### src/verilog/tcc_defines.svh
/*
  Offsets, field positions, reset values and fixed widths of the capture/compare timer.
  Assumes APB byte addressing with one aligned 32-bit word per register.
*/
`ifndef TCC_DEFINES_SVH
`define TCC_DEFINES_SVH

`define TCC_ADDR_W 12
`define TCC_OFF_CTRL0 12'h000
`define TCC_OFF_CTRL1 12'h004
`define TCC_OFF_COUNT 12'h008
`define TCC_OFF_RELOAD 12'h00c
`define TCC_OFF_CAPTURE 12'h010
`define TCC_OFF_STATUS 12'h014

`define TCC_CTRL0_EN 0
`define TCC_CTRL0_MODE_LSB 1
`define TCC_CTRL0_MODE_MSB 3
`define TCC_CTRL0_PRES_LSB 4
`define TCC_CTRL0_PRES_MSB 6
`define TCC_CTRL0_POL 7

`define TCC_CTRL1_MODE_HI 0
`define TCC_CTRL1_SRC_LSB 1
`define TCC_CTRL1_SRC_MSB 2
`define TCC_CTRL1_CAUSE 3
`define TCC_CTRL1_OUT_EN 4

`define TCC_CTRL0_RST 8'h00
`define TCC_CTRL1_RST 5'h00
`define TCC_COUNT_RST 16'h0001
`define TCC_RELOAD_RST 16'hffff
`define TCC_CAPTURE_RST 16'h0000
`define TCC_RESTART_VAL 16'h0001
`define TCC_WRAP_VAL 16'hffff

`endif

### src/verilog/tcc_pkg.sv
/*
  Types of the capture/compare timer: operating modes and interrupt source choices.
  Assumes the mode code is the upper select bit joined to the three-bit control field.
*/
package tcc_pkg;

  typedef enum logic [3:0] {
    TCC_MODE_COMPARE = 4'h2,
    TCC_MODE_GATED = 4'h6,
    TCC_MODE_CAPCMP = 4'h7,
    TCC_MODE_CAPRST = 4'h8
  } tcc_mode_t;

  typedef enum logic [1:0] {
    TCC_SRC_BOTH = 2'h0,
    TCC_SRC_INPUT = 2'h1,
    TCC_SRC_RELOAD = 2'h2,
    TCC_SRC_BOTH_ALT = 2'h3
  } tcc_src_t;

endpackage

### src/verilog/tcc_input_sync.sv
/*
  Two-stage synchroniser and edge detector for the timer input pin.
  Assumes the pin is asynchronous to pclk; edges are one pclk wide.
*/
`timescale 1ns/1ps
module tcc_input_sync (
  input wire logic pclk,
  input wire logic presetn,
  input wire logic pin,
  output logic level,
  output logic rise,
  output logic fall
);
  logic meta_reg;
  logic sync_reg;
  logic prev_reg;

  always_ff @(posedge pclk or negedge presetn) begin
    if (!presetn) begin
      meta_reg <= 1'b0;
      sync_reg <= 1'b0;
      prev_reg <= 1'b0;
    end else begin
      meta_reg <= pin;
      sync_reg <= meta_reg;
      prev_reg <= sync_reg;
    end
  end

  assign level = sync_reg;
  assign rise = sync_reg & ~prev_reg;
  assign fall = ~sync_reg & prev_reg;
endmodule

### src/verilog/tcc_prescaler.sv
/*
  Prescaler: one-cycle tick every 2**exp pclk cycles while run is high.
  Assumes exp is held steady while run is high.
*/
`timescale 1ns/1ps
module tcc_prescaler (
  input wire logic pclk,
  input wire logic presetn,
  input wire logic run,
  input wire logic [2:0] exp,
  output logic tick
);
  logic [6:0] div_reg;
  logic [6:0] limit;

  assign limit = 7'((8'h01 << exp) - 8'h01);
  assign tick = run && (div_reg == limit);

  always_ff @(posedge pclk or negedge presetn) begin
    if (!presetn) begin
      div_reg <= 7'h00;
    end else if (!run || tick) begin
      div_reg <= 7'h00;
    end else begin
      div_reg <= div_reg + 7'h01;
    end
  end
endmodule

### src/verilog/tcc_timer.sv
/*
  16-bit capture/compare timer with capture-restart, compare, gated and
  capture/compare modes, reached over APB.
  Assumes a 20 MHz pclk and an asynchronous timer input pin; the interrupt
  output is a one-cycle pulse for an external interrupt controller.
*/
`timescale 1ns/1ps
`include "tcc_defines.svh"
module tcc_timer (
  input wire logic pclk,
  input wire logic presetn,
  input wire logic psel,
  input wire logic penable,
  input wire logic pwrite,
  input wire logic [31:0] paddr,
  input wire logic [31:0] pwdata,
  output logic [31:0] prdata,
  output logic pready,
  output logic pslverr,
  input wire logic timer_in,
  output logic timer_out,
  output logic timer_out_en,
  output logic timer_irq
);
  logic [7:0] ctrl0_reg;
  logic [4:0] ctrl1_reg;
  logic [15:0] count_reg;
  logic [15:0] reload_reg;
  logic [15:0] capture_reg;
  logic cause_reg;
  logic started_reg;
  logic tout_reg;
  logic irq_reg;
  logic [31:0] rdata_reg;

  logic [`TCC_ADDR_W-1:0] addr;
  logic hit;
  logic wr;
  logic en;
  logic pol;
  logic [1:0] src;
  tcc_pkg::tcc_mode_t mode;
  logic is_caprst;
  logic is_cmp;
  logic is_gated;
  logic is_capcmp;
  logic in_level;
  logic in_rise;
  logic in_fall;
  logic active;
  logic sel_edge;
  logic deassert;
  logic tick;
  logic adv;
  logic at_limit;
  logic cap_ev;
  logic first_ev;
  logic gate_ev;
  logic rld_ev;
  logic cmp_ev;
  logic cnt_wr;
  logic in_irq_ok;
  logic rld_irq_ok;

  // register decode
  assign addr = paddr[`TCC_ADDR_W-1:0];
  always_comb begin
    unique case (addr)
      `TCC_OFF_CTRL0, `TCC_OFF_CTRL1, `TCC_OFF_COUNT, `TCC_OFF_RELOAD,
      `TCC_OFF_CAPTURE, `TCC_OFF_STATUS: hit = (paddr[31:`TCC_ADDR_W] == 20'h00000);
      default: hit = 1'b0;
    endcase
  end
  assign wr = psel && penable && pwrite && hit;
  assign pready = psel && penable;
  assign pslverr = psel && penable && !hit;
  assign prdata = rdata_reg;

  // read data is latched in the setup cycle, so every access is zero-wait
  always_ff @(posedge pclk or negedge presetn) begin
    if (!presetn) begin
      rdata_reg <= 32'h00000000;
    end else if (psel && !penable) begin
      unique case (addr)
        `TCC_OFF_CTRL0: rdata_reg <= {24'h000000, ctrl0_reg};
        `TCC_OFF_CTRL1: rdata_reg <= {27'h0000000, ctrl1_reg[4], cause_reg, ctrl1_reg[2:0]};
        `TCC_OFF_COUNT: rdata_reg <= {16'h0000, count_reg};
        `TCC_OFF_RELOAD: rdata_reg <= {16'h0000, reload_reg};
        `TCC_OFF_CAPTURE: rdata_reg <= {16'h0000, capture_reg};
        `TCC_OFF_STATUS: rdata_reg <= {29'h00000000, in_level, started_reg, tout_reg};
        default: rdata_reg <= 32'h00000000;
      endcase
    end
  end

  // configuration registers
  always_ff @(posedge pclk or negedge presetn) begin
    if (!presetn) begin
      ctrl0_reg <= `TCC_CTRL0_RST;
      ctrl1_reg <= `TCC_CTRL1_RST;
      reload_reg <= `TCC_RELOAD_RST;
    end else if (wr) begin
      if (addr == `TCC_OFF_CTRL0) begin
        ctrl0_reg <= pwdata[7:0];
      end
      if (addr == `TCC_OFF_CTRL1) begin
        // the cause bit belongs to hardware; software writes to it are dropped
        ctrl1_reg <= {pwdata[4], 1'b0, pwdata[2:0]};
      end
      if (addr == `TCC_OFF_RELOAD) begin
        reload_reg <= pwdata[15:0];
      end
    end
  end

  assign en = ctrl0_reg[`TCC_CTRL0_EN];
  assign pol = ctrl0_reg[`TCC_CTRL0_POL];
  assign src = ctrl1_reg[`TCC_CTRL1_SRC_MSB:`TCC_CTRL1_SRC_LSB];
  // the upper mode bit lives in the second control register
  assign mode = tcc_pkg::tcc_mode_t'({ctrl1_reg[`TCC_CTRL1_MODE_HI],
                ctrl0_reg[`TCC_CTRL0_MODE_MSB:`TCC_CTRL0_MODE_LSB]});
  assign is_caprst = en && (mode == tcc_pkg::TCC_MODE_CAPRST);
  assign is_cmp = en && (mode == tcc_pkg::TCC_MODE_COMPARE);
  assign is_gated = en && (mode == tcc_pkg::TCC_MODE_GATED);
  assign is_capcmp = en && (mode == tcc_pkg::TCC_MODE_CAPCMP);

  tcc_input_sync u_sync (
    .pclk(pclk),
    .presetn(presetn),
    .pin(timer_in),
    .level(in_level),
    .rise(in_rise),
    .fall(in_fall)
  );

  // polarity 0: rising edge / high active; polarity 1: falling edge / low active
  assign sel_edge = pol ? in_fall : in_rise;
  assign deassert = pol ? in_rise : in_fall;
  assign active = pol ? !in_level : in_level;

  // the pin never clocks the counter; it only gates or captures
  tcc_prescaler u_presc (
    .pclk(pclk),
    .presetn(presetn),
    .run(is_caprst || is_cmp || is_gated || is_capcmp),
    .exp(ctrl0_reg[`TCC_CTRL0_PRES_MSB:`TCC_CTRL0_PRES_LSB]),
    .tick(tick)
  );

  assign adv = tick && (!is_gated || active) && (!is_capcmp || started_reg);
  assign at_limit = (count_reg == reload_reg);
  assign cap_ev = sel_edge && (is_caprst || (is_capcmp && started_reg));
  assign first_ev = sel_edge && is_capcmp && !started_reg;
  assign gate_ev = is_gated && deassert;
  // a capture in the same cycle pre-empts the reload
  assign rld_ev = adv && at_limit && !is_cmp && !cap_ev;
  assign cmp_ev = adv && at_limit && is_cmp;
  assign cnt_wr = wr && (addr == `TCC_OFF_COUNT);

  // capture/compare arms on the first selected edge
  always_ff @(posedge pclk or negedge presetn) begin
    if (!presetn) begin
      started_reg <= 1'b0;
    end else if (!is_capcmp) begin
      started_reg <= 1'b0;
    end else if (first_ev) begin
      started_reg <= 1'b1;
    end
  end

  // counter; a software write wins but is only safe while disabled
  always_ff @(posedge pclk or negedge presetn) begin
    if (!presetn) begin
      count_reg <= `TCC_COUNT_RST;
    end else if (cnt_wr) begin
      count_reg <= pwdata[15:0];
    end else if (cap_ev || rld_ev) begin
      count_reg <= `TCC_RESTART_VAL;
    end else if (adv) begin
      count_reg <= count_reg + 16'h0001;
    end
  end

  // capture pair; hardware capture beats a same-cycle software write
  always_ff @(posedge pclk or negedge presetn) begin
    if (!presetn) begin
      capture_reg <= `TCC_CAPTURE_RST;
    end else if (cap_ev) begin
      capture_reg <= count_reg;
    end else if (wr && (addr == `TCC_OFF_CAPTURE)) begin
      capture_reg <= pwdata[15:0];
    end
  end

  always_ff @(posedge pclk or negedge presetn) begin
    if (!presetn) begin
      cause_reg <= 1'b0;
    end else if (cap_ev) begin
      cause_reg <= 1'b1;
    end else if (rld_ev && (is_caprst || is_capcmp)) begin
      cause_reg <= 1'b0;
    end
  end

  // source select: input-only blocks reload events, reload-only blocks input events
  assign in_irq_ok = (src != tcc_pkg::TCC_SRC_RELOAD);
  assign rld_irq_ok = (src != tcc_pkg::TCC_SRC_INPUT);

  always_ff @(posedge pclk or negedge presetn) begin
    if (!presetn) begin
      irq_reg <= 1'b0;
    end else begin
      irq_reg <= ((cap_ev || gate_ev) && in_irq_ok) ||
                 ((rld_ev || cmp_ev) && rld_irq_ok);
    end
  end
  assign timer_irq = irq_reg;

  // output sits at its initial level while disabled and toggles on each compare match or reload once enabled
  always_ff @(posedge pclk or negedge presetn) begin
    if (!presetn) begin
      tout_reg <= 1'b0;
    end else if (!en) begin
      tout_reg <= pol;
    end else if (cmp_ev || rld_ev) begin
      tout_reg <= !tout_reg;
    end
  end
  assign timer_out = tout_reg;
  assign timer_out_en = ctrl1_reg[`TCC_CTRL1_OUT_EN];

  AST_CAPRST_CAPTURE: assert property (@(posedge pclk) disable iff (!presetn)
    (is_caprst && sel_edge && !cnt_wr) |=>
      (capture_reg == $past(count_reg)) && (count_reg == 16'h0001))
    else $error("capture-restart did not capture and restart");
  AST_EDGE_POLARITY: assert property (@(posedge pclk) disable iff (!presetn)
    (is_caprst && in_rise && pol) |-> !cap_ev)
    else $error("wrong edge accepted for capture");
  AST_CAPRST_IRQ: assert property (@(posedge pclk) disable iff (!presetn)
    (is_caprst && sel_edge && src == 2'h0) |=> timer_irq ##1 !timer_irq)
    else $error("capture interrupt missing or not a pulse");
  AST_CAUSE_SET: assert property (@(posedge pclk) disable iff (!presetn)
    cap_ev |=> ctrl1_reg[`TCC_CTRL1_CAUSE] == 1'b0 && cause_reg)
    else $error("capture cause flag not set");
  AST_RELOAD_RESTART: assert property (@(posedge pclk) disable iff (!presetn)
    (is_caprst && adv && at_limit && !sel_edge && !cnt_wr) |=>
      count_reg == 16'h0001 && !cause_reg)
    else $error("reload did not restart count");
  AST_CAUSE_CLEAR: assert property (@(posedge pclk) disable iff (!presetn)
    (rld_ev && is_capcmp) |=> !cause_reg)
    else $error("capture cause flag not cleared on reload");
  AST_SRC_RELOAD_ONLY: assert property (@(posedge pclk) disable iff (!presetn)
    (src == 2'h2 && !rld_ev && !cmp_ev) |=> !timer_irq)
    else $error("input event interrupted with reload-only source");
  AST_CMP_NO_RESET: assert property (@(posedge pclk) disable iff (!presetn)
    (cmp_ev && !cnt_wr) |=> count_reg == 16'($past(count_reg) + 16'h0001))
    else $error("compare match disturbed the count");
  AST_CMP_TOGGLE: assert property (@(posedge pclk) disable iff (!presetn)
    (cmp_ev && en) |=> tout_reg != $past(tout_reg))
    else $error("output did not toggle on compare");
  AST_CMP_WRAP: assert property (@(posedge pclk) disable iff (!presetn)
    (is_cmp && adv && count_reg == `TCC_WRAP_VAL && !cnt_wr) |=> count_reg == 16'h0000)
    else $error("compare mode did not wrap to zero");
  AST_GATE_HOLD: assert property (@(posedge pclk) disable iff (!presetn)
    (is_gated && !active && !cnt_wr) |=> $stable(count_reg))
    else $error("gated count moved while input inactive");
  AST_GATE_DEASSERT_IRQ: assert property (@(posedge pclk) disable iff (!presetn)
    (is_gated && deassert && src == 2'h1) |=> timer_irq)
    else $error("deassertion interrupt missing");
  AST_GATE_RELOAD: assert property (@(posedge pclk) disable iff (!presetn)
    (is_gated && rld_ev && !cnt_wr) |=>
      count_reg == 16'h0001 && tout_reg != $past(tout_reg))
    else $error("gated reload did not restart and toggle");
  AST_CAPCMP_FIRST: assert property (@(posedge pclk) disable iff (!presetn)
    first_ev |=> started_reg && !timer_irq)
    else $error("first edge mishandled");
  AST_CAPCMP_IDLE: assert property (@(posedge pclk) disable iff (!presetn)
    (is_capcmp && !started_reg && !sel_edge && !cnt_wr) |=> $stable(count_reg))
    else $error("capture/compare counted before first edge");
  AST_TICK_SPACING: assert property (@(posedge pclk) disable iff (!presetn)
    (tick && ctrl0_reg[`TCC_CTRL0_PRES_MSB:`TCC_CTRL0_PRES_LSB] != 3'h0) |=> !tick)
    else $error("prescaler ticked on consecutive cycles");
  AST_NO_TICK_NO_COUNT: assert property (@(posedge pclk) disable iff (!presetn)
    (!tick && !cap_ev && !cnt_wr) |=> $stable(count_reg))
    else $error("count moved without a prescaler tick");
  AST_CAPCMP_CAPTURE: assert property (@(posedge pclk) disable iff (!presetn)
    (is_capcmp && started_reg && sel_edge && !cnt_wr) |=>
      capture_reg == $past(count_reg) && count_reg == 16'h0001 && cause_reg)
    else $error("capture/compare edge did not capture and restart");
  AST_CAPCMP_CAP_IRQ: assert property (@(posedge pclk) disable iff (!presetn)
    (is_capcmp && started_reg && sel_edge && src != 2'h2) |=> timer_irq)
    else $error("capture/compare capture interrupt missing");
  AST_CAPCMP_RELOAD: assert property (@(posedge pclk) disable iff (!presetn)
    (is_capcmp && rld_ev && !cnt_wr) |=> count_reg == 16'h0001 && !cause_reg)
    else $error("capture/compare limit did not restart count");
  AST_CAPCMP_RLD_IRQ: assert property (@(posedge pclk) disable iff (!presetn)
    (is_capcmp && rld_ev && src != 2'h1) |=> timer_irq)
    else $error("capture/compare limit interrupt missing");
  AST_GATE_RLD_IRQ: assert property (@(posedge pclk) disable iff (!presetn)
    (is_gated && rld_ev && src != 2'h1) |=> timer_irq)
    else $error("gated reload interrupt missing");
  AST_GATE_SRC_INPUT_ONLY: assert property (@(posedge pclk) disable iff (!presetn)
    (is_gated && src == 2'h1 && !gate_ev) |=> !timer_irq)
    else $error("gated reload interrupted with input-only source");
  AST_GATE_DEFAULT_IRQ: assert property (@(posedge pclk) disable iff (!presetn)
    (is_gated && deassert && src == 2'h0) |=> timer_irq)
    else $error("default source missed a deassertion interrupt");
  AST_GATE_COUNT: assert property (@(posedge pclk) disable iff (!presetn)
    (is_gated && active && tick && !at_limit && !cnt_wr) |=>
      count_reg == 16'($past(count_reg) + 16'h0001))
    else $error("gated count did not advance while input active");
  AST_CAPRST_RLD_IRQ: assert property (@(posedge pclk) disable iff (!presetn)
    (is_caprst && rld_ev && src != 2'h1) |=> timer_irq)
    else $error("capture-restart reload interrupt missing");
  AST_SRC_INPUT_ONLY: assert property (@(posedge pclk) disable iff (!presetn)
    (src == 2'h1 && !cap_ev && !gate_ev) |=> !timer_irq)
    else $error("reload interrupted with input-only source");
  AST_CAPRST_CAUSE_CLEAR: assert property (@(posedge pclk) disable iff (!presetn)
    (rld_ev && is_caprst) |=> !cause_reg)
    else $error("capture cause flag kept after reload");
  AST_CMP_IRQ: assert property (@(posedge pclk) disable iff (!presetn)
    (cmp_ev && src != 2'h1) |=> timer_irq)
    else $error("compare interrupt missing");
  AST_CMP_CAUSE_STEADY: assert property (@(posedge pclk) disable iff (!presetn)
    is_cmp |=> $stable(cause_reg))
    else $error("compare mode changed the capture cause flag");
  AST_CAP_IRQ: assert property (@(posedge pclk) disable iff (!presetn)
    (cap_ev && src != 2'h2) |=> timer_irq)
    else $error("capture interrupt missing");
  AST_OUT_IDLE_LEVEL: assert property (@(posedge pclk) disable iff (!presetn)
    !en |=> tout_reg == $past(pol))
    else $error("output not at its initial level while disabled");
  AST_OUT_STEADY: assert property (@(posedge pclk) disable iff (!presetn)
    (en && !cmp_ev && !rld_ev) |=> $stable(tout_reg))
    else $error("output moved without a match or reload");
  AST_CAPCMP_FIRST_NO_CAP: assert property (@(posedge pclk) disable iff (!presetn)
    (first_ev && !wr) |=> $stable(capture_reg))
    else $error("first edge captured the count");
  AST_CAPCMP_DISARM: assert property (@(posedge pclk) disable iff (!presetn)
    !is_capcmp |=> !started_reg)
    else $error("capture/compare stayed armed outside its mode");
  AST_CAUSE_HOLD: assert property (@(posedge pclk) disable iff (!presetn)
    (!cap_ev && !rld_ev) |=> $stable(cause_reg))
    else $error("capture cause flag moved without an event");
  AST_GATE_OUT_TOGGLE: assert property (@(posedge pclk) disable iff (!presetn)
    (is_gated && rld_ev) |=> tout_reg != $past(tout_reg))
    else $error("gated reload did not toggle the output");
endmodule

### config.mk
export PLATFORM = sky130hd
export DESIGN_NAME = tcc_timer
export DESIGN_NICKNAME = d
export VERILOG_FILES = /design/src/verilog/tcc_pkg.sv /design/src/verilog/tcc_input_sync.sv /design/src/verilog/tcc_prescaler.sv /design/src/verilog/tcc_timer.sv
export VERILOG_INCLUDE_DIRS = /design/src /design/src/verilog
export SDC_FILE = /design/constraint.sdc
export NUM_CORES = 1
export LEC_CHECK = 0
export BUFFER_PORTS_ARGS = -buffer_cell sky130_fd_sc_hd__buf_2
export CORE_ASPECT_RATIO = 1.2
export CORE_UTILIZATION = 59
export CTS_CLUSTER_DIAMETER = 150
export CTS_CLUSTER_SIZE = 12
export DETAILED_ROUTE_END_ITERATION = 10
export PLACE_DENSITY_LB_ADDON = 0.08
export SYNTH_ARGS = -nofsm -noshare
export SYNTH_HDL_FRONTEND = slang
export SYNTH_HIERARCHICAL = 1
export SYNTH_SLANG_ARGS = --single-unit
### constraint.sdc
create_clock -name pclk -period 4.45 [get_ports pclk]
set_input_delay 0.445 -clock pclk [delete_from_list [all_inputs] [get_ports pclk]]
set_output_delay 0.445 -clock pclk [all_outputs]
set_load 0.02 [all_outputs]
[After elaboration in Yosys (flattened, before gate mapping)]
Cells that the tools add are included.
W data, S select, Z words.
Word-level totals
  bits of input ports: 70
  register bits: 106
  logic and storage cells: 111
  output and inout port bits: 37
Operators by class
  $add $sub $neg: 3
  equality and inequality tests: 15
  shifts and indexed selects: 1
  bitwise operators: 4
  reductions and logical operators: 57
  mux-type cells: 17
Operators by type and width (count)
  $pmux W16 S6: 1
  $mux W16: 5
  $logic_and A1 B1 Y1: 26
  $eq A12 B4 Y1 const B: 2
  $eq A12 B5 Y1 const B: 2
  $logic_not A20 Y1: 1
  $add A16 B1 Y16 const B: 1
  $eq A16 B16 Y1: 1
  $eq A12 B3 Y1 const B: 1
  $logic_not A12 Y1: 1
  $logic_or A1 B1 Y1: 12
  $logic_not A1 Y1: 10
  $mux W1: 10
  $eq A4 B3 Y1 const B: 2
  $add A7 B1 Y7 const B: 1
  $eq A7 B7 Y1: 1
  $mux W7: 1
  $shl A1 B3 Y7 const A: 1
  $sub A7 B1 Y7 const B: 1
  $ne A2 B1 Y1 const B: 3
  $reduce_and A2 Y1: 3
  $reduce_or A6 Y1: 1
  $eq A4 B2 Y1 const B: 1
  $eq A4 B4 Y1 const B: 1
  other kinds (5): 8

[Depth between registers and ports, before layout]
  word-level depth: 14
  gate-level depth with buffers: 10
  depth with buffers taken out: 8

[Modules after synthesis]
The synthesis kept the hierarchy.
By module, submodules not included
  tcc_timer: area each 4725.8 µm², times used 1, sequential area each 2023.2 µm², cells an instance 491
  tcc_prescaler: area each 508.0 µm², times used 1, sequential area each 175.2 µm², cells an instance 54
  tcc_input_sync: area each 90.1 µm², times used 1, sequential area each 75.1 µm², cells an instance 5

[Least setup slack after synthesis]
No wires, ideal clock.
  kind: reg2reg
  from: register ctrl0_reg[6]
  to: register count_reg[8]
  data required time: 4363 ps
  library setup time: 87 ps
  arrival time: 2696 ps
  cell stages (with the launch flop): 11
  setup slack: 1668 ps
  clock period less this slack: 2782 ps
  path buffers: 2
  cells stage by stage: dfrtp_1 buf_6 or4_4 o211ai_2 nor4b_4 and3_1 o311ai_1 buf_2 or3_1 a211o_1 o211ai_1
On the way
  cells in the longest elaborated chain, start to end: 12
  elaborated cells between the ends (all ways): 13
  those cells by class: add/sub: 1; eq/ne: 1; shift: 1; mux: 2; reduce/logical: 8
Ends and longest elaborated chain
  from (decl): RTL line tcc_timer.sv:25  | logic [7:0] ctrl0_reg;
  from (signal assigned): RTL line tcc_timer.sv:99  | ctrl0_reg <= `TCC_CTRL0_RST;
  from (signal assigned): RTL line tcc_timer.sv:104  | ctrl0_reg <= pwdata[7:0];
  $shl A1 B3 Y7 *: RTL line tcc_prescaler.sv:16  | assign limit = 7'((8'h01 << exp) - 8'h01);
  $sub A7 B1 Y7 *: RTL line tcc_prescaler.sv:16
  $eq A7 B7 Y1 *: RTL line tcc_prescaler.sv:17  | assign tick = run && (div_reg == limit);
  $logic_and A1 B1 Y1 *: RTL line tcc_prescaler.sv:17
  named net tick: RTL line tcc_timer.sv:53  | logic tick;
  $logic_and A1 B1 Y1 * (2 in series): RTL line tcc_timer.sv:150  | assign adv = tick && (!is_gated || active) && (!is_capcmp || started_reg);
  $logic_and A1 B1 Y1 (3 in series): RTL line tcc_timer.sv:156  | assign rld_ev = adv && at_limit && !is_cmp && !cap_ev;
  $logic_or A1 B1 Y1: RTL line tcc_timer.sv:177  | end else if (cap_ev || rld_ev) begin
  $mux W16: RTL line tcc_timer.sv:177
  $mux W16: RTL line tcc_timer.sv:175  | end else if (cnt_wr) begin
  to (signal assigned): RTL line tcc_timer.sv:174  | count_reg <= `TCC_COUNT_RST;
  to (signal assigned): RTL line tcc_timer.sv:176  | count_reg <= pwdata[15:0];
  to (signal assigned): RTL line tcc_timer.sv:178  | count_reg <= `TCC_RESTART_VAL;
  to (decl): RTL line tcc_timer.sv:27  | logic [15:0] count_reg;
The timed path passes the listed nets; every way through them passes the cells marked *.
A chain may end at the register's enable or synchronous reset.

[Worst setup path after layout]
  from: register ctrl0_reg[6]
  to: register count_reg[14]
The elaborated chain is that of the path after synthesis.

==> impl_metrics.yaml <==
synthesis:
  synth_edf_count: 0
  avgSynthCellArea_um2: 9.68
  yosys.area.top_type_share_pct: 34.3
  synth_area_leaders: "dfrtp_1, dfstp_2, nand2_1, mux2_2, xnor2_1"
  synth_seq_cells: 90
  synthArstFlopShare_pct: 100
  ys.flop_type: "dfrtp_1"
  synth.distinct_cells: 68
  synthesis.instances: 550
  synth_top_area_cell: "dfrtp_1"
  synth_area_mm2: 0.00532
  ys_seq_area_share_pct: 42.7
  yosysWarnings: 6
final_layout:
  drive_above_1_share_pct: 27.2
  final_nets: 677
  diodes: 0
  syn_to_final_growth_pct: 9.99
  finish.utilization_pct: 67.6
clocking:
  tritoncts: "yes"
  holdBufCountCts: 0
  clockBufferDepth: 2
  root_buffer: "clkbuf_8"
  worstSkewPairLatency_ns: 0.38
  htreeDepth: 3
  clkTransAtPathRegs_ns: 0.09
  cts_buffers: 9
  cts_sinks: 90
  cts_resized: 0
  post_cts_buffers: 0
global_route:
  grt_pass1_vias: 4283
  grt_pass1_wl_um: 21800
  antenna_found_initial: 0
  grt-ovfl-total: 0
  grt_usage_pct: 31.0
  grt_max_degree: 52
worst_setup_path:
  worstPathRequired_ns: 4.77
  end_kind: "register"
  critPathKind: "reg2reg"
  r2r_slack_ns: 1.25
  worst_ep_arrival_time_ns: 3.51
  critPathLaunchType: "register"
  critPathMaxFanout: 12
floorplanning:
  io_pins: 107
  rows: 37
  die_area_mm2: 0.00941
  die_w_um: 88.7
  start_util_pct: 61.5
  fp.dieH_um: 106
  coreArea_mm2: 0.00866
run:
  max-cap-violations: 0
sta:
  fmax_mhz: 313
  finalCritPeriodShare_pct: 71.8
  holdWs_ns: 0.0823
  fin_crit_ns: 3.20
  finClkSkew_ns: 0.0120
  grt_setup_unrepaired: "no"
  maxSlewHeadroom_pct: 23.1
  tightest_slew_ns: 1.14
  hold_viol: 0
  setup_tns_ns: 0
  setup_viol: 0
  maxSlewViolCount: 0
pwr:
  internal_power_uw: 1110
  pwr-share-clk_pct: 38.8
  leakage_uw: 0.00254
  switchingPower_uw: 377
  switching_share_pct: 25.3
  ir_worst_vdd_uv: 184
  p_total_uw: 1490
  p_comb_share_pct: 6.0
  powerDensity_mw_per_mm2: 254
  seqPwrFrac_pct: 55.2
routing:
  remaining_drc_errors: 0
  postRouteAntennaNets: 0
  wl_per_cell_um: 18.8
  drtIter0Drc: 468
  dr.pass1.iters: 6
  via_count: 4553
  wl_um: 13600
  avgViaCountPerCell: 6.26
placement:
  gp_congestion: 0.932
  dp_hpwl_um: 9670
  io_buffers: 74
worst_hold_path:
  hp-class: "in2async"
outcome:
  outcome: "finished, final reports clean"
-- synth_stat cells (all sizes together), types with 4 or more instances --
library cell  instances
a31oi                18
nand3                18
and2                  4
and3                 10
mux2                 32
a21oi                26
xor2                  6
nor3                  8
buf                  32
a211oi                7
nor2b                 4
dfrtp                73
o211ai                4
inv                   6
nand2b                4
o21ai                31
xnor2                19
mux4                  5
a222oi               12
a22oi                 7
nor4                 10
dfstp                17
a2111oi               4
clkbuf               18
nand4                12
nand2                76
nor2                 43
-- power by group through the flow --
stage | clock network, uW | registers, uW | logic, uW
global placement | 0 | 836 | 88.5
finish | 578 | 820 | 89.0
global route | 616 | 821 | 100
CTS | 582 | 820 | 90.1
floorplan | 0 | 836 | 46.0
detailed placement | 0 | 836 | 89.9
-- logic make-up (layout without fill, tap and decap cells) --
logic type                 count (synthesis)  in the layout  share of synthesized area (%)
AOI/OAI and AO/OA                        125            125                           15.9
xor gates and xnor gates                  25             25                           4.11
adders and majority gates                  2              2                          0.470
buffers and inverters                     56            101                           5.88
DFF                                       90             90                           42.7
muxes                                     38             38                           9.78
other                                      1             16                         0.0704
and+or+nand+nor                          213            213                           21.1
-- path summary, 6_finish.rpt --
check | startpoint | to | depth (start not counted)
worst min register to register | u_sync/meta_reg | u_sync/level | 0
min in group pclk | timer_in | u_sync/meta_reg | 1
worst min-delay path | presetn | u_presc/div_reg[4] | 1
worst max-delay path | ctrl0_reg[6] | count_reg[14] | 10
max in group asynchronous | presetn | reload_reg[14] | 2
worst max register to register | ctrl0_reg[6] | count_reg[14] | 10
-- final cells by class --
class                   instances  area, um^2
well taps                     117         146
repair buffers                 79         410
inverters                       6        22.5
flip-flops and latches         90        2270
clock inverters                 7        78.8
fillers                       719        2800
clock buffers                   9         124
multi-input cells             419        2800
-- cell usage in the layout, fill, tap and decap left out, drive strengths merged, types with 12 or more instances in the layout --
cell type	instances
nor2	43
dfstp	17
nand3	18
nand4	12
mux2	32
buf	79
a21oi	26
dfrtp	73
conb	16
o21ai	31
xnor2	19
a222oi	12
nand2	76
a31oi	18
-- routing by layer --
layer | GRT usage [%] | vias up | share of wire (%) | wire length [um]
met5 | 0 | - | 0 | 0
met4 | 10.8 | 0 | 1.8 | 246
met3 | 6.13 | 20 | 9.2 | 1260
met2 | 47.7 | 243 | 47 | 6350
met1 | 43.5 | 2192 | 42 | 5790
li1 | - | 2098 | - | -
-- per-stage QoR --
step / area [um^2] / worst slack, ns / instances
after CTS: 5860 / 1.29 / 727
after global placement: 5650 / 1.37 / 711
after global routing: 5860 / 1.05 / 727
after detailed placement: 5650 / 1.31 / 711
final: 5860 / 1.25 / 727
after floorplan: 5380 / 1.67 / 565
-- worst max-delay path, cell delays in order (launching register included) --
cell       delay (ns)
dfrtp_1          0.51
or4_4            0.56
o211ai_2         0.08
nor4b_4          0.43
and3_1           0.27
o311ai_1         0.10
buf_4            0.20
a211oi_1         0.48
buf_4            0.27
nand4bb_1        0.12
nand3_1          0.09
Note: power is estimated with default switching activity, not from simulation.
